--- config.mk ---
export PLATFORM = sky130hd
export DESIGN_NAME = dcadc_serial_ctrl
export DESIGN_NICKNAME = d
export VERILOG_FILES = /design/src/verilog/dcadc_pkg.sv /design/src/verilog/dcadc_serial_ctrl.sv
export VERILOG_INCLUDE_DIRS = /design/src /design/src/verilog
export SDC_FILE = /design/constraint.sdc
export NUM_CORES = 1
export LEC_CHECK = 0
export ABC_AREA = 1
export BUFFER_PORTS_ARGS = -buffer_cell sky130_fd_sc_hd__buf_2
export CELL_PAD_IN_SITES_DETAIL_PLACEMENT = 1
export CELL_PAD_IN_SITES_GLOBAL_PLACEMENT = 2
export CORE_MARGIN = 2
export CORE_UTILIZATION = 26
export CTS_CLUSTER_SIZE = 25
export DETAILED_ROUTE_END_ITERATION = 7
export GPL_TIMING_DRIVEN = 0
export PLACE_DENSITY_LB_ADDON = 0.1
export RECOVER_POWER = 100
export SLEW_MARGIN = 20
export SYNTH_ARGS = -nofsm -noshare
export SYNTH_HDL_FRONTEND = slang
export SYNTH_SLANG_ARGS = --single-unit
--- constraint.sdc ---
create_clock -name clk -period 1.15 [get_ports clk]
set_input_delay 0.0575 -clock clk [delete_from_list [all_inputs] [get_ports clk]]
set_output_delay 0.0575 -clock clk [all_outputs]
set_load 0.03 [all_outputs]
--- src/verilog/dcadc_defs.svh ---
// Purpose: constants for the two-channel converter serial control block
// Assumes: serial pins sampled synchronously on clk (200 MHz)
// Notes: field positions are bit indices of the 8-bit control word
// Summary of operation
// - only control bits 4..3 matter
// - select applies to the next conversion
// - bit4=0: bit3 picks input a/b
// - result is 10-bit straight binary
// - powered while chip select low only
// - power down after 16th rising edge
// - conversion is 16 serial clocks
// - conversions repeat while chip select low
// - rate is serial clock over 16
// - control word sampled on first 8 rises
// - track 3 cycles, hold/convert 13
// - result MSB first from fifth clock
`ifndef DCADC_DEFS_SVH
`define DCADC_DEFS_SVH
`define DCADC_CYCLES_PER_CONV 16
`define DCADC_CTRL_BITS 8
`define DCADC_TRACK_CYCLES 3
`define DCADC_FIRST_DATA_CLK 5
`define DCADC_SEL_HI_POS 5
`define DCADC_SEL_MID_POS 4
`define DCADC_SEL_LO_POS 3
`define DCADC_CHAN_RESET 1'b0
`define DCADC_RESULT_BITS 10
`endif

--- src/verilog/dcadc_pkg.sv ---
// Purpose: types for the converter serial control block
// Assumes: used with dcadc_defs.svh
// Notes: phase is one-hot
package dcadc_pkg;
    typedef enum logic [2:0] {
        PH_TRACK = 3'b001,
        PH_CONVERT = 3'b010,
        PH_IDLE = 3'b100
    } dcadc_phase_t;
endpackage : dcadc_pkg

--- src/verilog/dcadc_serial_ctrl.sv ---
// Purpose: serial framing, channel select and result shift-out of the converter
// Assumes: csN, sclk, sdi synchronous to clk; result supplied by the analog core
// Notes: serial edges are found by comparing sclk with its value one clk earlier
`timescale 1ns/100ps
`include "dcadc_defs.svh"
module dcadc_serial_ctrl #(
    parameter int RESULT_W = `DCADC_RESULT_BITS,
    parameter int CONV_CYCLES = `DCADC_CYCLES_PER_CONV
) (
    // system
    input wire logic clk,
    input wire logic rst,
    // serial link
    input wire logic csN,
    input wire logic sclk,
    input wire logic sdi,
    output logic sdo,
    output logic sdoOe,
    // analog core
    input wire logic [RESULT_W-1:0] convResult,
    output logic chanSel,
    output logic sampleStrobe,
    output logic trackActive,
    output logic powerUp
);
    localparam int CW = $clog2(CONV_CYCLES);

    logic sclkPrev_q;
    logic csPrev_q;
    logic [CW-1:0] edgeCnt_q;
    logic [CW-1:0] edgeCnt_d;
    logic [`DCADC_CTRL_BITS-1:0] ctrlShift_q;
    logic nextChan_q;
    logic curChan_q;
    logic [RESULT_W-1:0] outShift_q;
    logic sdo_q;
    logic convDone_q;
    dcadc_pkg::dcadc_phase_t phase_q;
    dcadc_pkg::dcadc_phase_t phase_d;

    wire frameOn = ~csN;
    wire frameStart = csPrev_q & ~csN;
    wire sclkRise = frameOn & sclk & ~sclkPrev_q;
    // a frame opening with sclk low counts as the first falling edge
    wire sclkFall = frameOn & ((~sclk & sclkPrev_q) | (frameStart & ~sclk));
    wire lastRise = sclkRise && (edgeCnt_q == CW'(CONV_CYCLES - 1));
    wire ctrlWindow = sclkRise && (edgeCnt_q < CW'(`DCADC_CTRL_BITS));
    wire ctrlLast = sclkRise && (edgeCnt_q == CW'(`DCADC_CTRL_BITS - 1));
    wire [`DCADC_CTRL_BITS-1:0] ctrlWord = {ctrlShift_q[`DCADC_CTRL_BITS-2:0], sdi};
    // only select bits 4 and 3 are decoded; bit 5 and the rest are dropped
    wire selMid = ctrlWord[`DCADC_SEL_MID_POS];
    wire selLo = ctrlWord[`DCADC_SEL_LO_POS];
    // bit 4 high is illegal; its channel falls back to input a whatever bit 3 is, and output is garbage-free
    wire decodedChan = selLo & ~selMid;
    // hold starts at the fourth falling edge
    wire holdEdge = sclkFall && (edgeCnt_q == CW'(`DCADC_TRACK_CYCLES));
    // msb launched on the falling edge after the fourth rise, valid at fifth clock
    wire loadEdge = sclkFall && (edgeCnt_q == CW'(`DCADC_FIRST_DATA_CLK - 1));
    wire shiftEdge = sclkFall && (edgeCnt_q > CW'(`DCADC_FIRST_DATA_CLK - 1));

    always_comb begin
        edgeCnt_d = edgeCnt_q;
        if (!frameOn) begin
            edgeCnt_d = '0;
        end else if (sclkRise) begin
            edgeCnt_d = lastRise ? '0 : edgeCnt_q + CW'(1);
        end
    end

    always_comb begin
        phase_d = phase_q;
        if (!frameOn) begin
            phase_d = dcadc_pkg::PH_IDLE;
        end else if (holdEdge) begin
            phase_d = dcadc_pkg::PH_CONVERT;
        end else if (sclkFall && edgeCnt_q == '0) begin
            phase_d = dcadc_pkg::PH_TRACK;
        end else if (lastRise) begin
            phase_d = dcadc_pkg::PH_IDLE;
        end
    end

    always_ff @(posedge clk) begin
        if (rst) begin
            sclkPrev_q <= 1'b0;
            csPrev_q <= 1'b1;
            edgeCnt_q <= '0;
            phase_q <= dcadc_pkg::PH_IDLE;
        end else begin
            sclkPrev_q <= sclk;
            csPrev_q <= csN;
            edgeCnt_q <= edgeCnt_d;
            phase_q <= phase_d;
        end
    end

    always_ff @(posedge clk) begin
        if (rst) begin
            ctrlShift_q <= '0;
            nextChan_q <= `DCADC_CHAN_RESET;
            curChan_q <= `DCADC_CHAN_RESET;
        end else begin
            if (ctrlWindow) begin
                ctrlShift_q <= ctrlWord;
            end
            if (ctrlLast) begin
                nextChan_q <= decodedChan;
            end
            if (lastRise) begin
                curChan_q <= nextChan_q;
            end
        end
    end

    always_ff @(posedge clk) begin
        if (rst) begin
            outShift_q <= '0;
            sdo_q <= 1'b0;
            convDone_q <= 1'b0;
        end else begin
            convDone_q <= holdEdge;
            if (loadEdge) begin
                // straight binary, msb first
                outShift_q <= {convResult[RESULT_W-2:0], 1'b0};
                sdo_q <= convResult[RESULT_W-1];
            end else if (shiftEdge) begin
                sdo_q <= outShift_q[RESULT_W-1];
                outShift_q <= {outShift_q[RESULT_W-2:0], 1'b0};
            end else if (sclkFall && edgeCnt_q == '0) begin
                sdo_q <= 1'b0;
            end
        end
    end

    assign sdo = sdo_q;
    assign sdoOe = frameOn;
    assign chanSel = curChan_q;
    assign sampleStrobe = convDone_q;
    assign trackActive = (phase_q == dcadc_pkg::PH_TRACK);
    assign powerUp = frameOn && (phase_q != dcadc_pkg::PH_IDLE);

    a_oe_follows_cs: assert property (@(posedge clk) disable iff (rst) sdoOe == !csN)
        else $error("output enable does not follow chip select");
    a_idle_when_cs_high: assert property (@(posedge clk) disable iff (rst) csN |=> !powerUp)
        else $error("powered while chip select high");
    a_count_wraps_16: assert property (@(posedge clk) disable iff (rst)
        lastRise |=> edgeCnt_q == '0)
        else $error("conversion count did not wrap");
    a_idle_after_last: assert property (@(posedge clk) disable iff (rst)
        lastRise && !holdEdge |=> phase_q == dcadc_pkg::PH_IDLE)
        else $error("no power down after conversion");
    a_chan_next_conv: assert property (@(posedge clk) disable iff (rst)
        lastRise |=> curChan_q == $past(nextChan_q))
        else $error("channel not advanced at conversion boundary");
    a_select_decode: assert property (@(posedge clk) disable iff (rst)
        ctrlLast |=> nextChan_q == ($past(ctrlShift_q[2]) && !$past(ctrlShift_q[3])))
        else $error("channel select decoded wrongly");
    a_hold_at_fourth: assert property (@(posedge clk) disable iff (rst)
        holdEdge && frameOn |=> phase_q == dcadc_pkg::PH_CONVERT)
        else $error("hold not entered at fourth falling edge");
    a_msb_first: assert property (@(posedge clk) disable iff (rst)
        loadEdge |=> sdo == $past(convResult[RESULT_W-1]))
        else $error("result msb not first");

    // strobes per conversion; a second one means a lost conversion boundary
    logic [1:0] stbInConv_q;

    always_ff @(posedge clk) begin
        if (rst || !frameOn || lastRise) begin
            stbInConv_q <= 2'h0;
        end else if (sampleStrobe && stbInConv_q != 2'h3) begin
            stbInConv_q <= stbInConv_q + 2'h1;
        end
    end

    // framing, phase and output ordering guards
    a_strobe_after_hold: assert property (@(posedge clk) disable iff (rst)
        holdEdge |=> sampleStrobe)
        else $error("no sample strobe after hold");
    a_strobe_single: assert property (@(posedge clk) disable iff (rst)
        sampleStrobe |=> !sampleStrobe)
        else $error("sample strobe longer than one cycle");
    a_one_strobe_conv: assert property (@(posedge clk) disable iff (rst)
        stbInConv_q <= 2'h1)
        else $error("more than one sample per conversion");
    a_track_at_fall: assert property (@(posedge clk) disable iff (rst)
        sclkFall && edgeCnt_q == '0 |=> trackActive)
        else $error("track not entered at first falling edge");
    a_idle_no_track: assert property (@(posedge clk) disable iff (rst)
        !frameOn |=> !trackActive)
        else $error("tracking while chip select high");
    a_powered_conv: assert property (@(posedge clk) disable iff (rst)
        frameOn && phase_q == dcadc_pkg::PH_CONVERT |-> powerUp)
        else $error("not powered during conversion");
    a_gap_power_down: assert property (@(posedge clk) disable iff (rst)
        lastRise |=> !powerUp)
        else $error("still powered after the last rise");
    a_sdo_shift: assert property (@(posedge clk) disable iff (rst)
        shiftEdge |=> sdo == $past(outShift_q[RESULT_W-1]))
        else $error("result bit order broken");
    a_sdo_gap_zero: assert property (@(posedge clk) disable iff (rst)
        sclkFall && edgeCnt_q == '0 |=> sdo == 1'b0)
        else $error("output not cleared at conversion start");
    a_count_clear: assert property (@(posedge clk) disable iff (rst)
        !frameOn |=> edgeCnt_q == '0)
        else $error("edge count kept outside frame");
    a_rise_counts: assert property (@(posedge clk) disable iff (rst)
        sclkRise && !lastRise |=> edgeCnt_q == $past(edgeCnt_q) + CW'(1))
        else $error("rise not counted");
    a_chan_stable: assert property (@(posedge clk) disable iff (rst)
        !lastRise |=> $stable(curChan_q))
        else $error("channel moved inside a conversion");
    a_next_stable: assert property (@(posedge clk) disable iff (rst)
        !ctrlLast |=> $stable(nextChan_q))
        else $error("pending channel moved outside control word");
    a_ctrl_capture: assert property (@(posedge clk) disable iff (rst)
        ctrlWindow |=> ctrlShift_q == $past(ctrlWord))
        else $error("control bit not captured");
    a_illegal_sel_a: assert property (@(posedge clk) disable iff (rst)
        ctrlLast && ctrlWord[`DCADC_SEL_MID_POS] |=> !nextChan_q)
        else $error("illegal select did not fall back to input a");
endmodule : dcadc_serial_ctrl

# Word level (Yosys, flattened, before mapping)
# Cells that the tools add are included.
dict set report op_classes {
  order_cmp 2
  n_bitwise 12
  eq_ne 6
  n_mux 9
  reduce_logical 15
  add_sub_neg 1
}
# cell n
set op_table {}
lappend op_table {{10-bit two-way mux} 2}
lappend op_table {{3-bit two-way mux} 3}
lappend op_table {{4-bit by 3-bit == test with 1-bit output (second input constant)} 2}
lappend op_table {{1-bit logical AND} 8}
lappend op_table {{1-bit bitwise AND} 7}
lappend op_table {{3-bit nonzero test} 2}
lappend op_table {{4-bit by 1-bit adder with 4-bit output (second input constant)} 1}
lappend op_table {{4-bit by 2-bit == test with 1-bit output (second input constant)} 1}
lappend op_table {{4-bit == test (second input constant)} 1}
lappend op_table {{4-bit by 3-bit > comparator with 1-bit output (second input constant)} 1}
lappend op_table {{4-bit logical NOT} 1}
lappend op_table {{4-bit less-than comparator (second input constant)} 1}
lappend op_table {{4-bit two-way mux} 1}
lappend op_table {{1-bit NOT} 4}
lappend op_table {{2-bit nonzero test} 2}
lappend op_table {{3-bit by 1-bit == test with 1-bit output (second input constant)} 1}
lappend op_table {{1-bit two-way mux} 3}
lappend op_table {{3-bit != test (second input constant)} 1}
lappend op_table {{3-bit OR reduction} 1}
lappend op_table {{2-bit OR reduction} 1}
lappend op_table {{1-bit bitwise OR} 1}
dict set report totals {
  out_inout_bits 6
  wordCells 56
  register_bits 26
  inputBits 15
}

# Depth between registers and ports, before layout
dict set report depth {
  word_depth 9
  ltp_mapped 8
  ltp_nobuf 8
}

# Least setup slack after synthesis
# Ideal clock, no wire load.
dict set report synth_timing {
  path_kind {register -> register}
  from {register edgeCnt_q[0]}
  to {register outShift_q[3]}
  stages_incl_launch_ff 7
  period_less_slack_ns 1.184
  t_required_ns 1.029
  arrival_time_ns 1.063
  slack_ns -0.034
  n_path_buf 0
  setup_ns 0.121
  cell_sequence {dfxtp_1 inv_1 ha_1 nand3_4 or2_2 nand2_1 a21oi_1}
}
dict set report synth_between {
  elab_chain_len 3
  word_cells_on_any_way 6
  classes_between {order compare: 1; eq/ne: 1; mux: 1; reduce/logical: 3}
}
# item line_no
set synth_lines {}
lappend synth_lines {{start, declared} dcadc_serial_ctrl.sv:30} ;# logic [CW-1:0] edgeCnt_q;
lappend synth_lines {{start signal, assigned} dcadc_serial_ctrl.sv:92} ;# edgeCnt_q <= edgeCnt_d;
lappend synth_lines {{4-bit by 3-bit > comparator with 1-bit output / 4-bit by 3-bit == test with 1-bit output (equally long branches)} {dcadc_serial_ctrl.sv:59, dcadc_serial_ctrl.sv:58}}
lappend synth_lines {{1-bit logical AND (on tied branches)} {dcadc_serial_ctrl.sv:59, dcadc_serial_ctrl.sv:58}}
lappend synth_lines {{2-bit nonzero test (no line) / 10-bit two-way mux (equally long branches)} n/a}
lappend synth_lines {{end signal, assigned} dcadc_serial_ctrl.sv:124} ;# outShift_q <= {convResult[RESULT_W-2:0], 1'b0};
lappend synth_lines {{end signal, assigned} dcadc_serial_ctrl.sv:128} ;# outShift_q <= {outShift_q[RESULT_W-2:0], 1'b0};
lappend synth_lines {{end, declared} dcadc_serial_ctrl.sv:35} ;# logic [RESULT_W-1:0] outShift_q;
# Several ways; a longest one is shown, not always the timed one.
# A chain may end at the register's enable or synchronous reset.

# Worst setup path in the final report
dict set report layout_timing {
  from {register edgeCnt_q[0]}
  to {register outShift_q[7]}
}
# Same word-level chain as after synthesis.

==> run summary <==
Seq. cell area - 538.0 µm²
origin of the worst setup path - edgeCnt_q[0]
initial antenna violation count - 0
DR iter-0 viols - 21
RSZ-0062 raised after global routing - true
die area - 5373 µm²
crit path kind - reg -> reg
Setup WS post-layout - -83.56 ps
Reg2Reg Setup Slack - -80 ps
Design Area, Final - 1777 µm²
failing checks - setup timing
met3 wire length - 81 µm
diode count - 0
Final Critical Period - 1234 ps
maximum VDD drop - 0.0004125 V
launching point of the worst reg2reg path - edgeCnt_q[0]
Worst Tran Pin Value - 562.3 ps
Ports - 21
Critical Path Sink Type - flip-flop
Worst R2R Path Depth - 6
largest net degree at the start of global routing - 14
antenna-violating nets left - 0
count of final hold-check violations - 0
FF-to-FF End - outShift_q[7]
share of cells above drive strength 1 - 0.4072
fin crit share - 1.073
DP HPWL - 2436 µm
Max Clock Skew - 7.908 ps
syn_nets - 203
Post-Synthesis Cells - 186
sequential cell area fraction in the yosys report - 0.4168
Global Route Usage Sum - 0.1407
Die Y-Extent - 73.30 µm
Placer Congestion - 0.7147
Lkg Pwr - 0.7988 nW
clk_lat worst skew - 270 ps
drt via density - 4.571
synthesis warning total - 0
via count - 1,257
Slew Viols, Final - 0
Worst setup SP type - flip-flop
PD cells - 932.6 nW/µm²
Min-Delay Path Depth - 3
M1 WL - 1658 µm
TritonCTS Buffers - 3
type of the most critical hold path - in -> reg
share of the synthesized area in the top cell type - 0.4168
global-route wire length before repair - 5878 µm
mapped cell area - 1249 µm²
post-layout util - 0.3787
Chip Width - 73.30 µm
WL/cell - 12.64 µm
multi-input logic area - 814.5 µm²
Layout area overhead - 42.28%
CTS sink count - 26
max-cap violations - 0
drt drc - 0
PortBufs - 20
CTS tree - yes
Final nets - 240
post-placement cell count - 260
Clock Path Buffers - 2
setup violators final - 11
final cell count without fillers - 275
Seq cells post-synth - 26
initial core utilization - 0.2661
status - finished, violations left
drt pass-1 iters - 4
hold_sp - convResult[0]
Root Buffer - clkbuf_8
Fillers - 600
post-synth top area cell - dfxtp_1
Clock transition at path regs - 100 ps
H-tree Lvls - 1
Required @ worst endpoint - 1310 ps
Worst Path Max Fanout - 4
placed cell areas - 1419 µm²
Syn Area/Cell - 6.713 µm²
Yosys cell types - 18
WHS - 41.97 ps
critical path arrival - 1390 ps
met2 routed wirelength - 1712 µm
Total Wirelength - 3477 µm
Core Box Area - 4692 µm²
Top Layer Used - met4
number of global-route vias before repair - 1,289
top cells by area, synth - dfxtp_1, nand2_1, a21oi_1
Rel. slew slack - 0.6252
grt ovf - 0
# rows - 25
hold endpoint - outShift_q[1]
Max Clock Freq - 810.7 MHz
worst slack, placed - -275.3 ps
[cells in the final DEF, fill, tap and decap left out, types with 4 or more instances in the layout]
master and n:
nor2_4 4, o21ai_0 4, a21oi_1 16, o21ai_2 5, nand2_4 5, inv_1 15
dfxtp_2 5, buf_2 12, nand2_1 43, clkbuf_1 7, nand3_1 4, inv_4 5
inv_2 6, nor2_1 19, dfxtp_1 18, or2_4 5, buf_4 9, nand2_2 6
[cell usage after synthesis]
master    number
a21oi_1       19
buf_6          1
clkbuf_1       1
dfxtp_1       26
ha_1           2
inv_1         23
inv_2          3
nand2_1       52
nand2_2        3
nand3_1        7
nand3_4        1
nor2_1        24
nor2_2         1
nor2_4         1
nor3_1         4
nor3b_1        1
o21ai_0       10
or2_2          7
[cells by family (layout without fill, tap and decap cells)]
family / Yosys count / count (layout) / synth area share
DFF: 26 / 26 / 0.4168
adders and majority gates: 2 / 2 / 0.02004
buffers and inverters: 28 / 62 / 0.09017
and+or+nand+nor: 101 / 102 / 0.3567
AOI/OAI and AO/OA: 29 / 29 / 0.1162
[power breakdown]
part           total (W)  switching [W]  internal (W)  leakage, nW
logic           0.000200       0.000120     0.0000803        0.562
registers       0.000929      0.0000152      0.000914        0.215
clock network   0.000528       0.000293      0.000235       0.0216
total            0.00166       0.000427       0.00123        0.799
[per-stage QoR]
step	power (W)	TNS, ps
3_3_place_gp	0.001089	-2447
3_5_place_dp	0.001095	-3088
4_1_cts	0.001655	-866.1
5_1_grt	0.001749	-1792
6_report	0.001657	-582.3
2_1_floorplan	0.001035	-144.0
[timing repair]
item	CTS	global route
endpoints found under the hold margin	0	1
pin swaps	5	13
buffers inserted	4	5
gates cloned	1	1
hold buffers	0	1
resized for setup	22	59
endpoints found under the setup margin	22	24
[state kept, by name, indices dropped and copies added (netlist names)]
signal / flops
outShift_q: 9
ctrlShift_q: 4
edgeCnt_q: 4
phase_q: 3
chanSel: 1
csPrev_q: 1
nextChan_q: 1
sampleStrobe: 1
sclkPrev_q: 1
sdo: 1
[worst max-delay path by stage]
stage / end / cells after the start / slack [ps]
2_1_floorplan: outShift_q[3] / 6 / -20
4_1_cts: outShift_q[7] / 6 / -110
6_report: outShift_q[7] / 6 / -80
3_3_place_gp: outShift_q[9] / 8 / -220
3_5_place_dp: outShift_q[9] / 8 / -280
5_1_grt: outShift_q[3] / 8 / -170
[final cells by class]
type | instances | area share
multi-input combinational | 133 | 0.4585
sequential | 26 | 0.3028
timing repair buffer | 31 | 0.1070
inverter | 26 | 0.06197
tap | 54 | 0.03803
clock buffer | 3 | 0.02324
buffer | 2 | 0.008451
[layer usage]
metal	GRT usage	vias up
met3	0.03292	2
met1	0.1699	585
li1	-	657
met4	0.03030	0
met5	0	-
met2	0.2533	13
[critical path, stage by stage, from the launching register on]
cell and delay (ps):
dfxtp_4 370, inv_4 60, ha_4 180, nand3_4 100, or2_2 290, nand2_2 70, a21oi_2 40
(Power assumes the default switching activity.)
